`src/include/acr_pkg.sv`:
```
// Constants, register map, field layouts and types for the converter control block.
// Assumes a 32-bit APB host and a converter core that presents a 10-bit sample.
package acr_pkg;

  // ************************************************************
  // Bus geometry and register map
  // ************************************************************
  localparam int unsigned ADDR_W = 12;
  localparam int unsigned DATA_W = 32;

  // Register indices; the byte address is four times the index
  localparam logic [7:0] IDX_STATUS_CTRL = 8'h57;
  localparam logic [7:0] IDX_CLOCK_CTRL  = 8'h58;
  localparam logic [7:0] IDX_RES_HIGH0   = 8'h59;
  localparam logic [7:0] IDX_RES_LOW0    = 8'h5A;
  localparam logic [7:0] IDX_SCAN_RES1   = 8'h5B;
  localparam logic [7:0] IDX_SCAN_RES2   = 8'h5C;
  localparam logic [7:0] IDX_SCAN_RES3   = 8'h5D;
  localparam logic [7:0] IDX_SCAN_CTRL   = 8'h5E;

  // Byte address of a register index
  function automatic logic [ADDR_W-1:0] reg_addr(input logic [7:0] idx);
    return {2'h0, idx, 2'h0};
  endfunction

  // ************************************************************
  // Field layouts
  // ************************************************************
  typedef enum logic [1:0] {
    JUST_TRUNC = 2'h0,
    JUST_RIGHT = 2'h1,
    JUST_LEFT  = 2'h2,
    JUST_SIGN  = 2'h3
  } acr_just_t;

  typedef struct packed {
    logic       conv_done_flag;
    logic       irq_enable;
    logic       continuous_convert;
    logic [4:0] channel_select;
  } acr_scr_t;

  typedef struct packed {
    logic [2:0] clock_prescale;
    logic       clock_source_select;
    acr_just_t  justify_sel;
    logic [1:0] unused;
  } acr_clk_t;

  typedef struct packed {
    logic [4:0] unused;
    logic       scan_enable;
    logic [1:0] scan_last;
  } acr_scan_t;

  typedef struct packed {
    logic [7:0] high;
    logic [7:0] low;
  } acr_result_t;

  typedef enum logic [1:0] {
    ST_IDLE = 2'b01,
    ST_CONV = 2'b10
  } acr_state_t;

  // ************************************************************
  // Reset values and codes
  // ************************************************************
  localparam acr_scr_t    SCR_RST  = '{1'h0, 1'h0, 1'h0, 5'h1F};
  localparam acr_clk_t    CLK_RST  = '{3'h0, 1'h0, JUST_RIGHT, 2'h0};
  localparam acr_scan_t   SCAN_RST = '{5'h00, 1'h0, 2'h0};
  localparam acr_result_t RES_RST  = '{8'h00, 8'h00};

  localparam logic [4:0] CH_REF_HIGH = 5'h1D;
  localparam logic [4:0] CH_REF_LOW  = 5'h1E;
  localparam logic [4:0] CH_POWER_OFF = 5'h1F;

  // Converter clock cycles per conversion, counted from the prescaler restart
  localparam logic [4:0] CONV_CYCLES = 5'h10;
  localparam logic [4:0] CONV_LAST   = CONV_CYCLES - 5'h01;

endpackage

```
`src/hw/acr_adc_control.sv`:
```
// Register and sequencing logic of an eight-channel 10-bit converter.
// Assumes an APB master on CLK_I and a converter core that holds SAMPLE_RESULT_I
// valid while CONV_ACTIVE_O is high; OSC_CLK_I is sampled as a synchronous level.
`timescale 1ns/1ps

// How it works
// - Flag set per conversion, software cannot write
// - Control writes and low reads clear flag
// - Flag reads zero while interrupts enabled
// - Interrupt raised at each conversion end
// - Result read or control write drops interrupt
// - Reset clears flag, interrupt enable, continuous
// - Continuous mode reconverts and rewrites result
// - Single mode converts once then stops
// - Five-bit select, codes 0-7 port pins
// - Auto-scan takes channel from scan counter
// - Codes 29, 30 references; 31 powers off
// - Reserved codes give undefined results
// - Three-bit prescaler divides by 1 to 16
// - Source bit picks bus or oscillator
// - Two-bit justification field, reset right justified
// - Control write starts 16-17 cycle conversion
// - Result placed per justification mode
// - High read locks low byte until read
// - Status/control write resets scan counter to zero
module acr_adc_control (
  // Clock and reset
  input  wire logic                        CLK_I,
  input  wire logic                        RESET_I,
  // APB slave
  input  wire logic                        PSEL_I,
  input  wire logic                        PENABLE_I,
  input  wire logic                        PWRITE_I,
  input  wire logic [acr_pkg::ADDR_W-1:0]  PADDR_I,
  input  wire logic [acr_pkg::DATA_W-1:0]  PWDATA_I,
  output logic      [acr_pkg::DATA_W-1:0]  PRDATA_O,
  output logic                             PREADY_O,
  output logic                             PSLVERR_O,
  // Converter core
  input  wire logic                        OSC_CLK_I,
  input  wire logic [9:0]                  SAMPLE_RESULT_I,
  output logic      [4:0]                  CHANNEL_O,
  output logic                             POWER_DOWN_O,
  output logic                             CONV_ACTIVE_O,
  output logic                             CONV_TICK_O,
  // Interrupt request
  output logic                             IRQ_O
);

  // ************************************************************
  // Functions
  // ************************************************************
  function automatic logic hit(input logic [acr_pkg::ADDR_W-1:0] addr,
                               input logic [7:0]                 idx);
    return addr == acr_pkg::reg_addr(idx);
  endfunction

  // Last prescaler count for a divide code
  function automatic logic [3:0] presc_last(input logic [2:0] code);
    logic [3:0] last;
    last = 4'hF;
    unique case (code)
      3'h0:    last = 4'h0;
      3'h1:    last = 4'h1;
      3'h2:    last = 4'h3;
      3'h3:    last = 4'h7;
      default: last = 4'hF;
    endcase
    return last;
  endfunction

  // Placement of a sample in the result pair
  function automatic acr_pkg::acr_result_t place(input logic [9:0]         s,
                                                 input acr_pkg::acr_just_t m);
    acr_pkg::acr_result_t r;
    r = acr_pkg::RES_RST;
    unique case (m)
      acr_pkg::JUST_TRUNC: r = '{8'h00, s[9:2]};
      acr_pkg::JUST_RIGHT: r = '{{6'h00, s[9:8]}, s[7:0]};
      acr_pkg::JUST_LEFT:  r = '{s[9:2], {s[1:0], 6'h00}};
      acr_pkg::JUST_SIGN:  r = '{{~s[9], s[8:2]}, {s[1:0], 6'h00}};
    endcase
    return r;
  endfunction

  // ************************************************************
  // State
  // ************************************************************
  acr_pkg::acr_scr_t    scr_r,       scr_nxt;
  acr_pkg::acr_clk_t    clk_r,       clk_nxt;
  acr_pkg::acr_scan_t   scan_r,      scan_nxt;
  acr_pkg::acr_result_t res0_r,      res0_nxt;
  acr_pkg::acr_state_t  state_r,     state_nxt;
  logic [3:1][7:0]      scan_res_r,  scan_res_nxt;
  logic                 lock_r,      lock_nxt;
  logic [3:0]           presc_r,     presc_nxt;
  logic [4:0]           tick_r,      tick_nxt;
  logic [1:0]           scnt_r,      scnt_nxt;
  logic                 osc_prev_r;
  logic [31:0]          prdata_r,    prdata_nxt;
  logic [4:0]           chan_r,      chan_nxt;
  logic                 pdown_r,     pdown_nxt;
  logic                 ctick_r,     ctick_nxt;

  // ************************************************************
  // Bus decode
  // ************************************************************
  logic                 setup;
  logic                 access;
  logic                 mapped;
  logic                 wr_scr;
  logic                 wr_clk;
  logic                 wr_scan;
  logic                 rd_high0;
  logic                 rd_low0;
  logic                 rd_low_any;
  acr_pkg::acr_scr_t    wscr;

  assign setup  = PSEL_I & ~PENABLE_I;
  assign access = PSEL_I & PENABLE_I;
  assign mapped = hit(PADDR_I, acr_pkg::IDX_STATUS_CTRL) | hit(PADDR_I, acr_pkg::IDX_CLOCK_CTRL)
                | hit(PADDR_I, acr_pkg::IDX_RES_HIGH0) | hit(PADDR_I, acr_pkg::IDX_RES_LOW0)
                | hit(PADDR_I, acr_pkg::IDX_SCAN_RES1) | hit(PADDR_I, acr_pkg::IDX_SCAN_RES2)
                | hit(PADDR_I, acr_pkg::IDX_SCAN_RES3) | hit(PADDR_I, acr_pkg::IDX_SCAN_CTRL);
  assign wr_scr     = access & PWRITE_I & hit(PADDR_I, acr_pkg::IDX_STATUS_CTRL);
  assign wr_clk     = access & PWRITE_I & hit(PADDR_I, acr_pkg::IDX_CLOCK_CTRL);
  assign wr_scan    = access & PWRITE_I & hit(PADDR_I, acr_pkg::IDX_SCAN_CTRL);
  assign rd_high0   = access & ~PWRITE_I & hit(PADDR_I, acr_pkg::IDX_RES_HIGH0);
  assign rd_low0    = access & ~PWRITE_I & hit(PADDR_I, acr_pkg::IDX_RES_LOW0);
  assign rd_low_any = rd_low0 | (access & ~PWRITE_I & (hit(PADDR_I, acr_pkg::IDX_SCAN_RES1)
                    | hit(PADDR_I, acr_pkg::IDX_SCAN_RES2) | hit(PADDR_I, acr_pkg::IDX_SCAN_RES3)));
  assign wscr       = acr_pkg::acr_scr_t'(PWDATA_I[7:0]);

  assign PREADY_O  = 1'b1;
  assign PSLVERR_O = access & ~mapped;
  assign PRDATA_O  = prdata_r;

  // ************************************************************
  // Next-state logic
  // ************************************************************
  logic                 src_edge;
  logic                 adc_tick;
  logic                 conv_end;
  logic [4:0]           eff_chan;

  always_comb begin
    scr_nxt      = scr_r;
    clk_nxt      = clk_r;
    scan_nxt     = scan_r;
    res0_nxt     = res0_r;
    scan_res_nxt = scan_res_r;
    state_nxt    = state_r;
    lock_nxt     = lock_r;
    presc_nxt    = presc_r;
    tick_nxt     = tick_r;
    scnt_nxt     = scnt_r;
    prdata_nxt   = prdata_r;

    src_edge = clk_r.clock_source_select | (OSC_CLK_I & ~osc_prev_r);
    // divide by 1, 2, 4, 8 or 16
    adc_tick = (state_r == acr_pkg::ST_CONV) & src_edge
             & (presc_r == presc_last(clk_r.clock_prescale));
    conv_end = adc_tick & (tick_r == acr_pkg::CONV_LAST);
    eff_chan = scan_r.scan_enable ? {3'h0, scnt_r} : scr_r.channel_select;

    if (state_r == acr_pkg::ST_CONV && src_edge) begin
      presc_nxt = adc_tick ? 4'h0 : presc_r + 4'h1;
    end
    if (adc_tick) begin
      tick_nxt = tick_r + 5'h01;
    end

    // control writes and low reads clear flag
    if (wr_scr || wr_clk || rd_low_any) begin
      scr_nxt.conv_done_flag = 1'b0;
    end
    if (rd_high0 && scr_r.irq_enable) begin
      scr_nxt.conv_done_flag = 1'b0;
    end

    if (rd_low0) begin
      lock_nxt = 1'b0;
    end
    if (rd_high0 && clk_r.justify_sel != acr_pkg::JUST_TRUNC) begin
      lock_nxt = 1'b1;
    end

    if (conv_end) begin
      scr_nxt.conv_done_flag = 1'b1;
      tick_nxt               = 5'h00;
      if (scan_r.scan_enable && scnt_r != 2'h0) begin
        scan_res_nxt[scnt_r] = SAMPLE_RESULT_I[9:2];
      end else if (!lock_r || clk_r.justify_sel == acr_pkg::JUST_TRUNC) begin
        res0_nxt = place(SAMPLE_RESULT_I, clk_r.justify_sel);
      end
      if (scan_r.scan_enable) begin
        if (scnt_r != scan_r.scan_last) begin
          scnt_nxt = scnt_r + 2'h1;
        end else begin
          state_nxt = acr_pkg::ST_IDLE;
        end
      end else if (scr_r.continuous_convert && scr_r.channel_select != acr_pkg::CH_POWER_OFF) begin
        state_nxt = acr_pkg::ST_CONV;
      end else begin
        state_nxt = acr_pkg::ST_IDLE;
      end
    end

    if (wr_clk) begin
      clk_nxt  = acr_pkg::acr_clk_t'(PWDATA_I[7:0]);
      lock_nxt = 1'b0;
    end
    if (wr_scan) begin
      scan_nxt = acr_pkg::acr_scan_t'(PWDATA_I[7:0]);
    end
    if (wr_scr) begin
      scr_nxt.irq_enable         = wscr.irq_enable;
      scr_nxt.continuous_convert = wscr.continuous_convert;
      scr_nxt.channel_select     = wscr.channel_select;
      lock_nxt                   = 1'b0;
      scnt_nxt                   = 2'h0;
      if (scan_r.scan_enable || wscr.channel_select != acr_pkg::CH_POWER_OFF) begin
        state_nxt = acr_pkg::ST_CONV;
      end else begin
        state_nxt = acr_pkg::ST_IDLE;
      end
      presc_nxt = 4'h0;
      tick_nxt  = 5'h00;
    end

    // Read data captured in the setup cycle
    if (setup) begin
      prdata_nxt = 32'h0000_0000;
      if (!PWRITE_I) begin
        if (hit(PADDR_I, acr_pkg::IDX_STATUS_CTRL)) begin
          prdata_nxt[7:0] = {scr_r.conv_done_flag & ~scr_r.irq_enable, scr_r.irq_enable,
                             scr_r.continuous_convert, scr_r.channel_select};
        end
        if (hit(PADDR_I, acr_pkg::IDX_CLOCK_CTRL)) begin
          prdata_nxt[7:0] = {clk_r.clock_prescale, clk_r.clock_source_select,
                             clk_r.justify_sel, 2'h0};
        end
        if (hit(PADDR_I, acr_pkg::IDX_RES_HIGH0)) begin
          prdata_nxt[7:0] = res0_r.high;
        end
        if (hit(PADDR_I, acr_pkg::IDX_RES_LOW0)) begin
          prdata_nxt[7:0] = res0_r.low;
        end
        if (hit(PADDR_I, acr_pkg::IDX_SCAN_RES1)) begin
          prdata_nxt[7:0] = scan_res_r[1];
        end
        if (hit(PADDR_I, acr_pkg::IDX_SCAN_RES2)) begin
          prdata_nxt[7:0] = scan_res_r[2];
        end
        if (hit(PADDR_I, acr_pkg::IDX_SCAN_RES3)) begin
          prdata_nxt[7:0] = scan_res_r[3];
        end
        if (hit(PADDR_I, acr_pkg::IDX_SCAN_CTRL)) begin
          prdata_nxt[7:0] = {5'h00, scan_r.scan_enable, scan_r.scan_last};
        end
      end
    end
  end

  // ************************************************************
  // Converter-facing outputs
  // ************************************************************
  always_comb begin
    // references pass, top code powers off
    chan_nxt  = eff_chan;
    pdown_nxt = (eff_chan == acr_pkg::CH_POWER_OFF);
    ctick_nxt = adc_tick;
  end

  assign CHANNEL_O     = chan_r;
  assign POWER_DOWN_O  = pdown_r;
  assign CONV_ACTIVE_O = (state_r == acr_pkg::ST_CONV);
  assign CONV_TICK_O   = ctick_r;
  assign IRQ_O         = scr_r.conv_done_flag & scr_r.irq_enable;

  // ************************************************************
  // Registers
  // ************************************************************
  always_ff @(posedge CLK_I or posedge RESET_I) begin
    if (RESET_I) begin
      scr_r      <= acr_pkg::SCR_RST;
      clk_r      <= acr_pkg::CLK_RST;
      scan_r     <= acr_pkg::SCAN_RST;
      res0_r     <= acr_pkg::RES_RST;
      scan_res_r <= '0;
      state_r    <= acr_pkg::ST_IDLE;
      lock_r     <= 1'b0;
      presc_r    <= 4'h0;
      tick_r     <= 5'h00;
      scnt_r     <= 2'h0;
      osc_prev_r <= 1'b0;
      prdata_r   <= 32'h0000_0000;
      chan_r     <= acr_pkg::CH_POWER_OFF;
      pdown_r    <= 1'b1;
      ctick_r    <= 1'b0;
    end else begin
      scr_r      <= scr_nxt;
      clk_r      <= clk_nxt;
      scan_r     <= scan_nxt;
      res0_r     <= res0_nxt;
      scan_res_r <= scan_res_nxt;
      state_r    <= state_nxt;
      lock_r     <= lock_nxt;
      presc_r    <= presc_nxt;
      tick_r     <= tick_nxt;
      scnt_r     <= scnt_nxt;
      osc_prev_r <= OSC_CLK_I;
      prdata_r   <= prdata_nxt;
      chan_r     <= chan_nxt;
      pdown_r    <= pdown_nxt;
      ctick_r    <= ctick_nxt;
    end
  end

endmodule

```
`config.mk`:
```
export PLATFORM = sky130hd
export DESIGN_NAME = acr_adc_control
export DESIGN_NICKNAME = d
export VERILOG_FILES = /design/src/include/acr_pkg.sv /design/src/hw/acr_adc_control.sv
export SDC_FILE = /design/constraint.sdc
export NUM_CORES = 1
export LEC_CHECK = 0
export BUFFER_PORTS_ARGS = -buffer_cell sky130_fd_sc_hd__clkbuf_2
export CORE_MARGIN = 2
export CORE_UTILIZATION = 60
export CTS_BUF_LIST = sky130_fd_sc_hd__clkbuf_16
export DETAILED_ROUTE_END_ITERATION = 16
export GPL_TIMING_DRIVEN = 0
export PLACE_DENSITY = 0.83
export SYNTH_ARGS = -nofsm -noshare
export SYNTH_HDL_FRONTEND = slang
export SYNTH_SLANG_ARGS = --single-unit
export TNS_END_PERCENT = 20
```
`constraint.sdc`:
```
create_clock -name CLK_I -period 5.5 [get_ports CLK_I]
set_input_delay 1.1 -clock CLK_I [delete_from_list [all_inputs] [get_ports CLK_I]]
set_output_delay 1.1 -clock CLK_I [all_outputs]
set_load 0.05 [all_outputs]
```
Word level (Yosys, flattened, before mapping)
Cells that the tools add are included.
{"block": "word_totals", "ff_bits": 87, "output_inout_bits": 43, "wordCells": 150}
{"block": "op_classes", "addsub": 3, "bitwise_logic": 35, "n_lt_le_gt_ge": 2, "n_eq_ne": 22, "mux": 38, "reduce_logical": 26}
{"cell": "$eq 12x9->1 const B", "n": 8}
{"cell": "$mux 8", "n": 10}
{"cell": "$pmux 16 s4", "n": 1}
{"cell": "$bwmux 24", "n": 1}
{"cell": "$mux 2", "n": 10}
{"cell": "$mux 5", "n": 4}
{"cell": "$and 1x1->1", "n": 17}
{"cell": "$demux 8 s2", "n": 1}
{"cell": "$pmux 4 s4", "n": 1}
{"cell": "$mux 4", "n": 3}
{"cell": "$reduce_bool 2->1", "n": 6}
{"cell": "$or 1x1->1", "n": 11}
{"cell": "$ne 5x5->1 const B", "n": 2}
{"cell": "$mux 1", "n": 7}
{"cell": "$not 1->1", "n": 7}
{"cell": "$eq 2x2->1 const B", "n": 3}
{"cell": "$eq 3x2->1 const B", "n": 2}
{"cell": "$logic_and 1x1->1", "n": 6}
{"cell": "$reduce_and 3->1", "n": 2}
{"cell": "$reduce_bool 3->1", "n": 2}
{"cell": "$add 5x1->5 const B", "n": 1}
{"cell": "$eq 5x4->1 const B", "n": 1}
{"cell": "$eq 5x5->1 const B", "n": 1}
{"cell": "$add 4x1->4 const B", "n": 1}
{"cell": "14 further kinds", "n": 18}

Logic depth before layout (Yosys ltp)
{"block": "depth", "depth_word": 11, "ltp_mapped": 8, "mapped_depth_nobuf": 6}

Worst setup path after synthesis
No wires, ideal clock.
{"block": "synth_path", "kind": "input port to output port", "from": "in PADDR_I[3] in the netlist's numbering", "to": "out PSLVERR_O", "required_time_ns": 4.400, "t_arrival_ns": 3.640, "stages": 5, "setup_slack_ns": 0.760, "path_cell_list": "clkbuf_1 > clkbuf_1 > clkbuf_1 > nor2_1 > nor4_1"}
{"block": "synth_via", "elab_chain_cells": 10}
{"item": "from (decl)", "line_no": "acr_adc_control.sv:34", "source": "input wire logic [acr_pkg::ADDR_W-1:0] PADDR_I,"}
{"item": "$eq 12x9->1", "line_no": "acr_adc_control.sv:55", "source": "return addr == acr_pkg::reg_addr(idx);"}
{"item": "$or 1x1->1", "line_no": "acr_adc_control.sv:121", "source": "assign mapped = hit(PADDR_I, acr_pkg::IDX_STATUS_CTRL) | hit(PADDR_I, acr_pkg::IDX_CLOCK_CTRL)"}
{"item": "$or 1x1->1 (2 in a row)", "line_no": "acr_adc_control.sv:122", "source": "| hit(PADDR_I, acr_pkg::IDX_RES_HIGH0) | hit(PADDR_I, acr_pkg::IDX_RES_LOW0)"}
{"item": "$or 1x1->1 (2 in a row)", "line_no": "acr_adc_control.sv:123", "source": "| hit(PADDR_I, acr_pkg::IDX_SCAN_RES1) | hit(PADDR_I, acr_pkg::IDX_SCAN_RES2)"}
{"item": "$or 1x1->1", "line_no": "acr_adc_control.sv:124", "source": "| hit(PADDR_I, acr_pkg::IDX_SCAN_RES3) | hit(PADDR_I, acr_pkg::IDX_SCAN_CTRL);"}
{"item": "$or 1x1->1 (*)", "line_no": "acr_adc_control.sv:124"}
{"item": "$not 1->1 (*)", "line_no": "acr_adc_control.sv:135", "source": "assign PSLVERR_O = access & ~mapped;"}
{"item": "$and 1x1->1 (*)", "line_no": "acr_adc_control.sv:135"}
{"item": "to (decl)", "line_no": "acr_adc_control.sv:38", "source": "output logic PSLVERR_O,"}
Mark *: on every way between the ends. The rest lies on a longest branch, timed or not.

Worst setup path after layout
Ends and elaborated chain as after synthesis.

==> parameters.txt <==
Parameter                              Value

Status
  Outcome ... complete, no violations

STA
  Hold violation total from the final report ... 0
  Final sum of negative setup slack ... 0 ns
  Final clock skew ... 0.007748 ns
  Relative max-transition margin ... 0.3971
  RSZ-0062 raised after global routing ... false
  Top achievable clock speed ... 0.2247 GHz
  Transition time of the tightest slew-check pin ... 0.8962 ns
  Count of final setup violators ... 0
  Period utilisation layout ... 0.8092
  Final Max Tran Viols ... 0
  Tmin final ... 4.451 ns

Clock tree
  Clock buffer depth ... 2
  Number of buffers added for setup after CTS ... 0
  Clock latency at the later pin of the worst-skew pair ... 0.35 ns
  CTS Sinks ... 87
  Root buffer selected by CTS ... sky130_fd_sc_hd__clkbuf_16
  Clock tree from TritonCTS ... done
  Htree depth ... 3
  Clock-pin slew reported for the worst setup and hold paths after clock tree synthesis ... 0.06 ns
  Number of buffers inserted by hold repair at cts ... 0
  Num CTS Buffers ... 9
  Post-cts gate resize count ... 0

Critical path
  Required time at the worst-slack endpoint ... 4.40 ns
  Worst Setup EP ... PSLVERR_O
  Data arrival time at the worst-slack endpoint ... 3.35 ns
  Crit-path most repeated cell ... sky130_fd_sc_hd__clkbuf_1
  Cell breakdown of the critical path ... clkbuf_1, clkbuf_1, clkbuf_1, nor2_1, nor4_1, clkbuf_2
  R2r worst-path depth ... 7
  Startpoint type of the worst setup path ... primary input
  Minimum setup slack among reg-to-reg paths ... 2.92 ns
  Endpoint of the worst-slack reg-to-reg timing path ... res0_r[2]
  Launch point of the worst reg-to-reg path ... tick_r[0]
  Critical Setup Path Class ... primary input to primary output
  Worst setup EP type ... primary output
  Maximum fanout encountered on the critical timing path ... 10
  Startpoint of the worst setup timing path ... PADDR_I[3]
  Slowest cell on the critical path ... sky130_fd_sc_hd__clkbuf_1
  Biggest cell delay along the critical path ... 0.47 ns

Route
  Post-DRT Antenna Nets ... 0
  Number of violations reported at the end of detailed-routing iteration 0 ... 367
  Post-DR vias/cell ... 6.091
  Total via count in the routed design ... 4160
  Avg WL per Cell ... 18.91 um
  DR DRC count ... 0
  WL final ... 12.92 mm
  Pre-antenna DRT Iters ... 5

Floorplanning
  DIE AREA ... 9029 um^2
  Y dimension of the die ... 95.02 um
  Die W ... 95.02 um
  Effective utilization at floorplan ... 0.6111
  Area of the core ... 8134 um^2
  I/O pin total ... 103
  Floorplan row count ... 33

Layout
  Nets ... 639
  Layout area overhead ... 16.03%
  Final instance count without filler cells ... 683
  Diode insertion count for antenna repair ... 0
  Share of post-route cells with drive strength above 1 ... 0.2941

Power
  Pwr per Cell Area ... 240.9 nW/um^2
  Worst vdd ir ... 0.0001814 V
  Leakage power total ... 2.669 nW

Place
  Post-Place Cells ... 667
  Routability congestion estimate from global placement ... 0.9462
  Number of buffers inserted by port buffering ... 50
  DP HPWL ... 9.334 mm

Logic synthesis
  Share of async-settable or async-resettable flops after synthesis ... 1.000
  Part of the Yosys area used for sequential elements ... 0.4412
  Warning count from the yosys run ... 0
  Post-synthesis sequential element count ... 87
  Post-synth EDFFs ... 0
  Top flip-flop cell by instance count after synthesis ... sky130_fd_sc_hd__dfrtp_1
  Number of instances in the synthesized netlist ... 488
  Synth cell types ... 65
  Mean cell area of the mapped netlist ... 10.19 um^2
  Netlist Area Pre-Place ... 4971 um^2

Hold path
  Worst hold-check path type ... register to register
  Hold path depth ... 2

Global routing
  Wire length of the first global-routing pass ... 20.65 mm
  Maximum number of pins on one net before global-route repair ... 49
  Via count of the first global-routing pass ... 4026
  Global routing usage summed across all routing layers ... 0.3062
  Remaining global-route overflow ... 0
  Initial antenna violation count ... 0

Flow run
  Max-cap check violation count ... 0
## cells in the mapped netlist, drive strengths merged (8+ instances only)
master   n  area, um^2
mux2    51       574.3
o21ai   26       130.1
mux2i   20       200.2
nor2    25       93.84
inv     19       71.32
buf     33       237.7
a21oi   17       85.08
clkbuf  18       67.56
nor2b    9       56.30
dfstp   13       341.6
o31ai    8       60.06
nand3   21       110.1
dfrtp   74        1852
nand2   41       153.9
## per-layer routing
metal,vias to the layer above,global-route usage,part of all wire
li1,1888,-,-
met1,1999,0.4072,0.41
met2,232,0.4793,0.47
met3,41,0.07352,0.088
met4,0,0.1353,0.033
met5,-,0,0
## flip-flops by register name (all words and copies together), names as in the netlist
| name | count |
|---|---|
| lock_r | 1 |
| CHANNEL_O | 5 |
| tick_r | 5 |
| res0_r | 16 |
| scan_r | 3 |
| CONV_TICK_O | 1 |
| POWER_DOWN_O | 1 |
| presc_r | 4 |
| scan_res_r | 24 |
| clk_r | 6 |
| PRDATA_O | 8 |
| osc_prev_r | 1 |
| scnt_r | 2 |
| state_r | 2 |
| scr_r | 8 |
## worst min path at each step
stage,start,to,slack [ns]
6_report,PRDATA_O[0],PRDATA_O[0],0.49
5_1_grt,scr_r[0],scr_r[0],0.51
4_1_cts,res0_r[0],res0_r[0],0.49
3_5_place_dp,res0_r[0],res0_r[0],0.48
3_3_place_gp,tick_r[3],tick_r[3],0.46
2_1_floorplan,tick_r[3],tick_r[3],0.45
## power breakdown
part | total [mW] | switching (mW) | internal [mW]
registers | 0.641 | 0.000322 | 0.641
clock network | 0.611 | 0.259 | 0.351
logic | 0.137 | 0.0977 | 0.0394
## metrics by stage
step           instance area, um^2  setup WS, ns  hold WS, ns  power, mW  utilization
2_1_floorplan                 5057        0.7600       0.4485     0.7490            -
3_3_place_gp                  5439         1.135       0.4648     0.7838       0.6687
3_5_place_dp                  5469         1.182       0.4786     0.7878       0.6724
4_1_cts                       5768         1.145       0.4926      1.391       0.7091
5_1_grt                       5768        0.9741       0.5106      1.428       0.7091
6_report                      5768         1.049       0.4889      1.389       0.7091
## cell families (layout without fill, tap and decap cells)
family | Yosys count | in the layout | synth area share
AND/OR/NAND/NOR | 150 | 150 | 0.1709
AO/OA/AOI/OAI | 95 | 95 | 0.1274
flip-flops | 87 | 87 | 0.4412
multiplexers | 71 | 71 | 0.1558
buffers and inverters | 70 | 137 | 0.07576
XOR/XNOR | 7 | 7 | 0.01233
adder cells (fa/ha/maj) | 6 | 6 | 0.01510
other | 2 | 25 | 0.001511
## area by class of cell
| type | count | area (um^2) |
|---|---|---|
| inverter | 19 | 73.82 |
| timing repair buffer | 51 | 277.8 |
| clock buffer | 9 | 225.2 |
| sequential | 87 | 2193 |
| multi-input combinational | 354 | 2487 |
| clock inverter | 7 | 73.82 |
| buffer | 51 | 305.3 |
| tap | 105 | 131.4 |
| fill | 602 | 2366 |
## worst max-delay path: cells and delay by family
kind	cells	cell delay (ns)
buffers and inverters	4	1.64
AND/OR/NAND/NOR	2	0.60
## placed cells by master, fill, tap and decap left out, types with 4 or more instances in the layout
cell,count
sky130_fd_sc_hd__mux2_2,47
sky130_fd_sc_hd__nor2_1,25
sky130_fd_sc_hd__ha_1,6
sky130_fd_sc_hd__o21ai_0,26
sky130_fd_sc_hd__mux2_1,4
sky130_fd_sc_hd__nor3_1,5
sky130_fd_sc_hd__or4_1,5
sky130_fd_sc_hd__clkinvlp_4,4
sky130_fd_sc_hd__dfstp_2,13
sky130_fd_sc_hd__nand3_1,20
sky130_fd_sc_hd__nand2_1,41
sky130_fd_sc_hd__a22oi_1,4
sky130_fd_sc_hd__buf_4,25
sky130_fd_sc_hd__nand3b_1,4
sky130_fd_sc_hd__dfrtp_1,74
sky130_fd_sc_hd__a31oi_1,5
sky130_fd_sc_hd__mux2i_1,20
sky130_fd_sc_hd__a21oi_1,17
sky130_fd_sc_hd__conb_1,25
sky130_fd_sc_hd__clkbuf_2,50
sky130_fd_sc_hd__xor2_1,4
sky130_fd_sc_hd__buf_2,4
sky130_fd_sc_hd__clkbuf_1,18
sky130_fd_sc_hd__nor2b_1,9
sky130_fd_sc_hd__nand2b_1,7
sky130_fd_sc_hd__nor4_1,4
sky130_fd_sc_hd__o31ai_1,8
sky130_fd_sc_hd__inv_1,18
sky130_fd_sc_hd__clkbuf_16,9
No activity file was read; power rests on OpenSTA's default activity.
